$ cat src/shared/fault_manager_consts.svh
// Register offsets, field positions, reset values and timing counts of the
// fault manager. Assumes a 32-bit Avalon-MM slave with byte addresses.
`ifndef FAULT_MANAGER_CONSTS_SVH
`define FAULT_MANAGER_CONSTS_SVH

`define FM_ADDR_W         5
`define FM_OFS_CTRL       5'h00
`define FM_OFS_FB_MASK    5'h04
`define FM_OFS_STATUS     5'h08
`define FM_OFS_FB_VALUES  5'h0c
`define FM_OFS_AIN_FLAGS  5'h10
`define FM_OFS_CH_CFG     5'h14
`define FM_OFS_DEAD_TIME  5'h18
`define FM_OFS_WDG_PERIOD 5'h1c

`define FM_CTRL_CLEAR_BIT 0
`define FM_CTRL_CONN_BIT  1
`define FM_CTRL_RUN_BIT   2

`define FM_ST_LATCH_BIT   0
`define FM_ST_CONN_BIT    1
`define FM_ST_ILK_E_BIT   2
`define FM_ST_ILK_O_BIT   3
`define FM_ST_WDG_BIT     4
`define FM_ST_AIN_BIT     5
`define FM_ST_FB_BIT      6
`define FM_ST_STATE_LSB   8

`define FM_RST_FB_MASK    16'hffff
`define FM_RST_CH_CFG     32'h00000000
`define FM_RST_DEAD_TIME  16'h0000
`define FM_RST_WDG_PERIOD 24'h000000

// Watchdog timeout is period * 5 / 2
`define FM_WDG_MUL        3'h5

// Fault-to-block budget and the cycles it allows at 40 MHz
`define FM_BLOCK_MAX_NS   60
`define FM_CLK_PERIOD_NS  25
`define FM_BLOCK_CYCLES   (`FM_BLOCK_MAX_NS / `FM_CLK_PERIOD_NS)

`endif

$ cat src/shared/fault_manager_pkg.sv
// Types shared by the fault manager design and its bench.
// Assumes nothing beyond a SystemVerilog compiler.
`default_nettype none

package fault_manager_pkg;

	// Gray codes along blocked -> run -> fault
	typedef enum logic [1:0] {
		ST_BLOCKED = 2'b00,
		ST_RUN     = 2'b01,
		ST_FAULT   = 2'b11
	} exec_state_type;

	typedef enum logic [1:0] {
		CH_COMPLEMENTARY = 2'b00,
		CH_SWITCH_AUTH   = 2'b01,
		CH_INDEPENDENT   = 2'b10
	} channel_mode_type;

endpackage

`default_nettype wire

$ cat src/verilog/fault_manager_pwm_interlock.sv
// Fault supervision and PWM lane gating with dead time and interlocks.
// Assumes all inputs synchronous to i_clk_sys (40 MHz), Avalon-MM master.
//
// Design decisions made here: the placing of the registers and register access over Avalon-MM.
`include "fault_manager_consts.svh"
`default_nettype none

// How it works
// - Each of the sixteen fault feedback lines can force the fault state.
// - Any analog input channel overvalue flag is a fault source.
// - Connector fault inputs are active low and disabled after reset.
// - Four connector fault inputs merge into one fault source.
// - Every connector fault output copies the interlock fault output.
// - Software mask enables each fault feedback line individually.
// - Software reads all collected fault values in status registers.
// - Watchdog timeout equals 2.5 times the programmed control period.
// - Watchdog faults when a full timeout passes without new data.
// - Fault manager owns execution state and gates all PWM lanes.
// - PWM lanes block within 60 ns of an active fault input.
// - Interlock reports internal faults out and accepts external faults.
// - Optical out lit without fault; unlit optical input means fault.
// - Fault feedback lanes are also readable as plain digital inputs.
// - Thirty-two lanes pair into sixteen channels with three modes.
// - Complementary mode gives high and low side with dead time.
// - Switch-plus-authorization mode: one switching lane, one enable lane.
// - Independent mode: own modulator per lane, no dead time.
// - Lanes 0 to 15 drive electrical and optical outputs identically.
// - Even lane is high side, odd lane is low side.
// - Dead time delays only rising edges, shortening each pulse.
module fault_manager_pwm_interlock
(
	// Clock, reset, enable
	input  wire logic        i_clk_sys,
	input  wire logic        i_sys_rst,
	input  wire logic        i_clk_en,
	// Avalon-MM slave
	input  wire logic [4:0]  i_avs_address,
	input  wire logic        i_avs_read,
	input  wire logic        i_avs_write,
	input  wire logic [31:0] i_avs_writedata,
	input  wire logic [3:0]  i_avs_byteenable,
	output logic      [31:0] o_avs_readdata,
	output logic             o_avs_waitrequest,
	// Fault sources
	input  wire logic [15:0] i_fault_feedback_lines,
	input  wire logic [15:0] i_analog_input_channel_over,
	input  wire logic        i_connector_a_fault_in_n,
	input  wire logic        i_connector_b_fault_in_n,
	input  wire logic        i_connector_c_fault_in_n,
	input  wire logic        i_connector_d_fault_in_n,
	input  wire logic        i_interlock_fault_in_n,
	input  wire logic        i_optical_interlock_in,
	input  wire logic        i_ctrl_data_strobe,
	// Interlock outputs
	output logic             o_interlock_fault_out_n,
	output logic      [3:0]  o_connector_fault_out_n,
	output logic             o_optical_interlock_out,
	// PWM lanes
	input  wire logic [31:0] i_pwm_modulator,
	output logic      [31:0] o_pwm_lane,
	output logic      [15:0] o_pwm_optical,
	// State
	output logic      [1:0]  o_exec_state
);

	function automatic logic [31:0] be_merge(input logic [31:0] old_val,
		input logic [31:0] new_val, input logic [3:0] be);
		logic [31:0] res;
		res = old_val;
		for (int b = 0; b < 4; b++)
		begin
			if (be[b])
				res[b*8 +: 8] = new_val[b*8 +: 8];
		end
		return res;
	endfunction

	// Registers
	logic [15:0] fb_mask_reg;
	logic [31:0] ch_cfg_reg;
	logic [15:0] dead_time_reg;
	logic [23:0] wdg_period_reg;
	logic        conn_en_reg;
	logic        run_reg;
	logic        ack_reg;
	logic [31:0] rdata_reg;
	logic [25:0] wdg_cnt_reg;
	logic        wdg_fault_reg;
	logic [31:0] pwm_reg;
	logic [15:0] dt_cnt_reg [32];
	logic [31:0] dt_done_reg;
	logic        ilk_out_n_reg;
	fault_manager_pkg::exec_state_type state_reg;
	fault_manager_pkg::exec_state_type state_next;

	// Bus decode: one wait cycle, answer at the second edge
	wire        bus_req   = i_avs_read | i_avs_write;
	wire        bus_done  = bus_req & ack_reg;
	wire        wr_en     = i_avs_write & bus_done & i_clk_en;
	wire [4:0]  ofs       = {i_avs_address[4:2], 2'b00};
	wire        wr_ctrl   = wr_en & (ofs == `FM_OFS_CTRL);
	wire        wr_mask   = wr_en & (ofs == `FM_OFS_FB_MASK);
	wire        wr_cfg    = wr_en & (ofs == `FM_OFS_CH_CFG);
	wire        wr_dt     = wr_en & (ofs == `FM_OFS_DEAD_TIME);
	wire        wr_wdg    = wr_en & (ofs == `FM_OFS_WDG_PERIOD);
	wire [31:0] ctrl_now  = {29'h0, run_reg, conn_en_reg, 1'b0};
	wire [31:0] ctrl_new  = be_merge(ctrl_now, i_avs_writedata,
		i_avs_byteenable);
	wire        clear_req = wr_ctrl & ctrl_new[`FM_CTRL_CLEAR_BIT];

	assign o_avs_waitrequest = bus_req & ~ack_reg;
	assign o_avs_readdata    = rdata_reg;

	// Fault collection
	wire fb_fault   = |(i_fault_feedback_lines & fb_mask_reg);
	wire ain_fault  = |i_analog_input_channel_over;
	wire conn_merge = ~(i_connector_a_fault_in_n &
		i_connector_b_fault_in_n & i_connector_c_fault_in_n &
		i_connector_d_fault_in_n);
	wire conn_fault = conn_en_reg & conn_merge;
	wire ilk_e_fault = ~i_interlock_fault_in_n;
	wire ilk_o_fault = ~i_optical_interlock_in;
	wire fault_now  = fb_fault | ain_fault | conn_fault |
		ilk_e_fault | ilk_o_fault | wdg_fault_reg;

	// Watchdog timeout of 2.5 periods; zero period disables it
	wire [25:0] wdg_limit = 26'((`FM_WDG_MUL * {2'b00, wdg_period_reg})
		>> 1);
	wire        wdg_on    = (wdg_period_reg != 24'h0);
	wire        wdg_hit   = wdg_on & (wdg_cnt_reg >= wdg_limit);

	// Execution state; a fault in the clear cycle wins over the clear
	always_comb
	begin
		state_next = state_reg;
		case (state_reg)
			fault_manager_pkg::ST_BLOCKED:
				if (run_reg)
					state_next = fault_manager_pkg::ST_RUN;
			fault_manager_pkg::ST_RUN:
				if (!run_reg)
					state_next = fault_manager_pkg::ST_BLOCKED;
			fault_manager_pkg::ST_FAULT:
				if (clear_req)
					state_next = fault_manager_pkg::ST_BLOCKED;
			default:
				state_next = fault_manager_pkg::ST_FAULT;
		endcase
		if (fault_now)
			state_next = fault_manager_pkg::ST_FAULT;
	end

	// Lanes may only leave low in run state with no live fault
	wire gate_ok = (state_reg == fault_manager_pkg::ST_RUN) &
		~fault_now;

	// Per-channel lane requests
	logic [31:0] lane_req;
	logic [31:0] lane_dt;
	genvar ch;
	generate
		for (ch = 0; ch < 16; ch++)
		begin : g_ch
			wire [1:0] mode = ch_cfg_reg[2*ch +: 2];
			wire is_comp = (mode ==
				fault_manager_pkg::CH_COMPLEMENTARY);
			wire is_auth = (mode == fault_manager_pkg::CH_SWITCH_AUTH);
			wire hi      = i_pwm_modulator[2*ch];
			// Even lane is high side, odd lane low side
			assign lane_req[2*ch]   = hi;
			assign lane_req[2*ch+1] = is_comp ? ~hi :
				is_auth ? 1'b1 :
				i_pwm_modulator[2*ch+1];
			// Dead time only in complementary mode
			assign lane_dt[2*ch]   = is_comp;
			assign lane_dt[2*ch+1] = is_comp;
		end
	endgenerate

	// Delayed rising edge; falling edge passes at once
	logic [31:0] lane_out;
	always_comb
	begin
		for (int l = 0; l < 32; l++)
			lane_out[l] = lane_req[l] &
				(~lane_dt[l] | dt_done_reg[l]);
	end

	// Read mux, unmapped offsets read zero
	wire [31:0] status_word = {22'h0, state_reg, 1'b0, fb_fault,
		ain_fault, wdg_fault_reg, ilk_o_fault, ilk_e_fault,
		conn_fault, (state_reg == fault_manager_pkg::ST_FAULT)};
	wire [31:0] rd_mux =
		(ofs == `FM_OFS_CTRL)       ? ctrl_now :
		(ofs == `FM_OFS_FB_MASK)    ? {16'h0, fb_mask_reg} :
		(ofs == `FM_OFS_STATUS)     ? status_word :
		(ofs == `FM_OFS_FB_VALUES)  ? {16'h0, i_fault_feedback_lines} :
		(ofs == `FM_OFS_AIN_FLAGS)  ?
			{16'h0, i_analog_input_channel_over} :
		(ofs == `FM_OFS_CH_CFG)     ? ch_cfg_reg :
		(ofs == `FM_OFS_DEAD_TIME)  ? {16'h0, dead_time_reg} :
		(ofs == `FM_OFS_WDG_PERIOD) ? {8'h0, wdg_period_reg} :
		32'h0;

	// Bus and configuration
	always_ff @(posedge i_clk_sys)
	begin
		if (i_sys_rst)
		begin
			ack_reg        <= 1'b0;
			rdata_reg      <= 32'h0;
			fb_mask_reg    <= `FM_RST_FB_MASK;
			ch_cfg_reg     <= `FM_RST_CH_CFG;
			dead_time_reg  <= `FM_RST_DEAD_TIME;
			wdg_period_reg <= `FM_RST_WDG_PERIOD;
			conn_en_reg    <= 1'b0;
			run_reg        <= 1'b0;
		end
		else if (i_clk_en)
		begin
			ack_reg   <= bus_req & ~ack_reg;
			rdata_reg <= rd_mux;
			if (wr_ctrl)
			begin
				conn_en_reg <= ctrl_new[`FM_CTRL_CONN_BIT];
				run_reg     <= ctrl_new[`FM_CTRL_RUN_BIT];
			end
			if (wr_mask)
				fb_mask_reg <= 16'(be_merge({16'h0, fb_mask_reg},
					i_avs_writedata, i_avs_byteenable));
			if (wr_cfg)
				ch_cfg_reg <= be_merge(ch_cfg_reg, i_avs_writedata,
					i_avs_byteenable);
			if (wr_dt)
				dead_time_reg <= 16'(be_merge({16'h0, dead_time_reg},
					i_avs_writedata, i_avs_byteenable));
			if (wr_wdg)
				wdg_period_reg <= 24'(be_merge({8'h0, wdg_period_reg},
					i_avs_writedata, i_avs_byteenable));
		end
	end

	// Watchdog, state and outputs
	always_ff @(posedge i_clk_sys)
	begin
		if (i_sys_rst)
		begin
			wdg_cnt_reg   <= 26'h0;
			wdg_fault_reg <= 1'b0;
			state_reg     <= fault_manager_pkg::ST_BLOCKED;
			ilk_out_n_reg <= 1'b1;
			pwm_reg       <= 32'h0;
		end
		else if (i_clk_en)
		begin
			// Fault stays raised until fresh data arrives or the period is set to zero
			if (i_ctrl_data_strobe || !wdg_on)
			begin
				wdg_cnt_reg   <= 26'h0;
				wdg_fault_reg <= 1'b0;
			end
			else
			begin
				if (!wdg_hit)
					wdg_cnt_reg <= wdg_cnt_reg + 26'h1;
				if (wdg_hit)
					wdg_fault_reg <= 1'b1;
			end
			state_reg <= state_next;
			// Driven from next state so the outward flag tracks entry
			ilk_out_n_reg <= ~(state_next ==
				fault_manager_pkg::ST_FAULT);
			// Live fault gates here, one edge from input to low lanes
			pwm_reg <= gate_ok ? lane_out : 32'h0;
		end
	end

	// Dead-time counters: one per lane, reset whenever request is low
	always_ff @(posedge i_clk_sys)
	begin
		if (i_sys_rst)
		begin
			dt_done_reg <= 32'h0;
			for (int l = 0; l < 32; l++)
				dt_cnt_reg[l] <= 16'h0;
		end
		else if (i_clk_en)
		begin
			for (int l = 0; l < 32; l++)
			begin
				if (!lane_req[l])
				begin
					dt_cnt_reg[l]  <= 16'h0;
					dt_done_reg[l] <= 1'b0;
				end
				else if (dt_cnt_reg[l] >= dead_time_reg)
					dt_done_reg[l] <= 1'b1;
				else
					dt_cnt_reg[l] <= dt_cnt_reg[l] + 16'h1;
			end
		end
	end

	assign o_pwm_lane              = pwm_reg;
	assign o_pwm_optical           = pwm_reg[15:0];
	assign o_interlock_fault_out_n = ilk_out_n_reg;
	assign o_connector_fault_out_n = {4{ilk_out_n_reg}};
	assign o_optical_interlock_out = ilk_out_n_reg;
	assign o_exec_state            = state_reg;

endmodule

`default_nettype wire

$ cat config.mk
export PLATFORM = sky130hd
export DESIGN_NAME = fault_manager_pwm_interlock
export DESIGN_NICKNAME = d
export VERILOG_FILES = /design/src/shared/fault_manager_pkg.sv /design/src/verilog/fault_manager_pwm_interlock.sv
export VERILOG_INCLUDE_DIRS = /design/src /design/src/shared
export SDC_FILE = /design/constraint.sdc
export NUM_CORES = 2
export LEC_CHECK = 0
export BUFFER_PORTS_ARGS = -buffer_cell sky130_fd_sc_hd__buf_2
export CAP_MARGIN = 20
export CORE_AREA = 2 2 379 381
export DETAILED_ROUTE_END_ITERATION = 10
export DIE_AREA = 0 0 381 383
export PLACE_DENSITY_LB_ADDON = 0.3
export SETUP_SLACK_MARGIN = 0.3
export SLEW_MARGIN = 25
export SYNTH_ARGS = -nofsm -noshare
export SYNTH_HDL_FRONTEND = slang
export SYNTH_SLANG_ARGS = --single-unit
$ cat constraint.sdc
create_clock -name i_clk_sys -period 6 [get_ports i_clk_sys]
set_input_delay 1.2 -clock i_clk_sys [delete_from_list [all_inputs] [get_ports i_clk_sys]]
set_output_delay 1.2 -clock i_clk_sys [all_outputs]
set_load 0.02 [all_outputs]
==> run_results.csv <==
group,metric,value,unit
status,status,"completed",
floorplan,rows,139,
drt,vias_per_cell,5.50,
finish,drive_gt1_frac,0.0914,
cts,clk_latency,0.67,ns
cts,cts.path.max_buffers,3,
setup_path,cpMostUsedCell,"a21oi_1",
synth,synthMuxAreaShare,0.0174,
synth,synth-compound-area-share,0.124,
synth,synthXorXnorAreaFrac,0.0835,
finish,n_fill_cell,14210,
sta,hold_viol,0,
synth,synth_top_family_by_area,"simple AND/OR/NAND/NOR gates",
pwr,power_leakage,0.0210,uW
sta,drv_slew,0,
floorplan,die_w,381,um
synth,ys.flop_type,"edfxtp_1",
placement,portBuffers,203,
cts,cts_tree,"done",
setup_path,worstPathRequired,6.58,ns
finish,instances_no_fill,7202,
global_route,antenna_found_initial,17,
sta,finalSetupViolCount,0,
synth,synth_area_leaders,"edfxtp_1 31%, ha_1 16%, dfxtp_1 8.8%",
drt,drt-total-wl,144,mm
finish,register_area,19700,um2
cts,hold_buffers,0,
finish,nNetsFinal,5960,
synth,ys_types,70,
pwr,comb_power_share,0.162,
pwr,clkPwrFrac,0.385,
synth,yosys.area.top_type,"edfxtp_1",
sta,post-route-min-period,5.18,ns
cts,root_buffer,"clkbuf_16",
synth,yosysSeqAreaShare,0.399,
drt,wl_per_cell,20.0,um
finish,largest_reg_flops,512,
cts,htreeDepth,3,
setup_path,startpoint_type,"register",
setup_path,critPathArrivalTime,5.76,ns
sta,timing.setup.tns,0,ns
floorplan,die_area,146000,um2
sta,grt_setup_unrepaired,"no",
floorplan,core,142000,um2
setup_path,crit_fanout,19,
synth,ys_ff_latch,729,
floorplan,die_h,383,um
synth,synth_most_common_cell,"ha_1",
pwr,power.internal,9890,uW
sta,min_period_over_period,0.863,
pwr,p_switching,3980,uW
cts,ctsResizeCount,0,
flow_run,cap_violations,0,
pwr,powerDensity,251,nW/um2
sta,worst_slew_pin_slew,1.16,ns
pwr,switching_share,0.287,
setup_path,max_stage_delay,0.51,ns
placement,gp_congestion,0.859,
setup_path,endpoint_kind,"register",
pwr,ir_worst_vdd,0.192,mV
drt,drc,0,
finish,area_growth,12.0,%
drt,dr.pass1.iters,6,
global_route,track_usage,0.191,
cts,cts_setup_buffers,0,
placement,hpwlAfterDp,97.5,mm
finish,multi_input_area,28300,um2
cts,numCtsBuffers,86,
synth,syn_area_per_cell,9.76,um2
sta,max_freq,193,MHz
min_path,hp-class,"reg2reg",
synth,synth_commonest_cells,"614 x ha_1, 512 x edfxtp_1, 468 x nor3_1, 456 x nor2_1, 313 x nand3_1",
global_route,grt_pass1_wl,220,mm
global_route,grt_overflow,0,
floorplan,start_util,0.347,
setup_path,crit_chain,"ha_1 -> ha_1 -> a211o_1 -> a221oi_1 -> o2bb2ai_1 -> o41ai_2 -> a21oi_1 -> a21o_1 -> a21oi_1 -> xor2_1 -> ha_1 -> a21o_1 -> a21o_1 -> a21oi_1 -> o21ai_0 -> a211o_2 -> and2_4 -> or4_1 -> a21oi_1",
setup_path,cp_slowest_cell,"or4_1",
synth,synthCells,5062,
floorplan,io_pins,206,
global_route,first_global_vias,37350,
cts,cts.clk_slew.worst_paths,0.06,ns
synth,netlist.area_leader.share,0.311,
synth,syn-cell-area,49400,um2
pwr,seqPwrFrac,0.453,
placement,dp_cells,7043,
setup_path,critPathKind,"reg2reg",
sta,slew_headroom,0.219,
drt,drtAntennaViolNets,0,
drt,drt_iter0_markers,3042,
synth,yosysWarnings,0,
synth,async_flop_share,0,
synth,synthSimpleGateAreaFrac,0.192,
global_route,grt_max_degree,85,
drt,via_count,39615,
synth,synthesis.nets,5794,
sta,clock_skew,0.0178,ns
cts,cts.sinks,729,
synth,synth_fa_ha_area_frac,0.156,
synth,synth_edf_count,512,
## worst max-delay path, delay by kind of cell (launching register included)
family	cells	cell delay (ns)
adders and majority gates	3	0.85
and+or+nand+nor	2	0.75
DFF	1	0.42
AOI/OAI and AO/OA	13	2.90
xor gates and xnor gates	1	0.17
## cells by family (layout without fill, tap and decap cells)
| logic type | count (synthesis) | after routing |
|---|---|---|
| adders and majority gates | 615 | 615 |
| and+or+nand+nor | 1939 | 1939 |
| other | 0 | 2 |
| buffers and inverters | 351 | 586 |
| xor gates and xnor gates | 471 | 471 |
| AOI/OAI and AO/OA | 877 | 877 |
| muxes | 80 | 80 |
| DFF | 729 | 729 |
## layer usage
| layer | share of wire | vias up | GRT usage |
|---|---|---|---|
| li1 | - | 19146 | - |
| met1 | 0.48 | 19197 | 0.278 |
| met2 | 0.43 | 1060 | 0.292 |
| met3 | 0.067 | 200 | 0.0344 |
| met4 | 0.023 | 12 | 0.0459 |
| met5 | 0.00049 | - | 0 |
## power by group through the flow
| stage | clock network [uW] | registers [uW] | logic, uW |
|---|---|---|---|
| after CTS | 5440 | 6280 | 2250 |
| after detailed placement | 0 | 6390 | 2230 |
| after global routing | 5600 | 6350 | 2540 |
| after floorplan | 0 | 6260 | 1700 |
| after global placement | 0 | 6380 | 2180 |
| final | 5340 | 6290 | 2250 |
## final cells by class
type	instances	share of cell area
antenna	2	0.0000905
clock buffer	135	0.0462
clock inverter	22	0.00430
inverter	180	0.0124
multi-input combinational	3982	0.512
sequential	729	0.357
tap	1903	0.0431
timing repair buffer	249	0.0253
## metrics by stage
step | hold WS [ns] | util | power (uW) | setup slack, ns | instance area (um2)
after floorplan | 0.442 | - | 7960 | 1.31 | 49400
after global placement | 0.445 | 0.369 | 8550 | 0.755 | 52500
after detailed placement | 0.453 | 0.369 | 8620 | 0.741 | 52500
after CTS | 0.462 | 0.389 | 14000 | 0.702 | 55300
after global routing | 0.484 | 0.389 | 14500 | 0.409 | 55300
final | 0.458 | 0.389 | 13900 | 0.824 | 55300
## placed cells by master (no fill, tap or decap), types with 184 or more instances in the layout
cell      Yosys  routed
edfxtp_1    512     512
buf_2         4     201
nor3_1      468     467
ha_1        614     614
nand2_1     261     261
nor2_1      456     455
xnor2_1     199     199
a21o_1      236     236
nand3_1     313     313
a21oi_1     184     184
xor2_1      272     272
dfxtp_1     217     216
## path summary, 6_finish.rpt
check	slack (ns)	cells past startpoint	endpoint	from
min reg2reg	0.46	2	o_pwm_lane[16]	o_pwm_lane[16]
min	0.46	2	o_pwm_lane[16]	o_pwm_lane[16]
max reg2reg	0.82	19	wdg_cnt_reg[22]	wdg_period_reg[4]
max	0.82	19	wdg_cnt_reg[22]	wdg_period_reg[4]
Power figures use the tool's default switching activity.
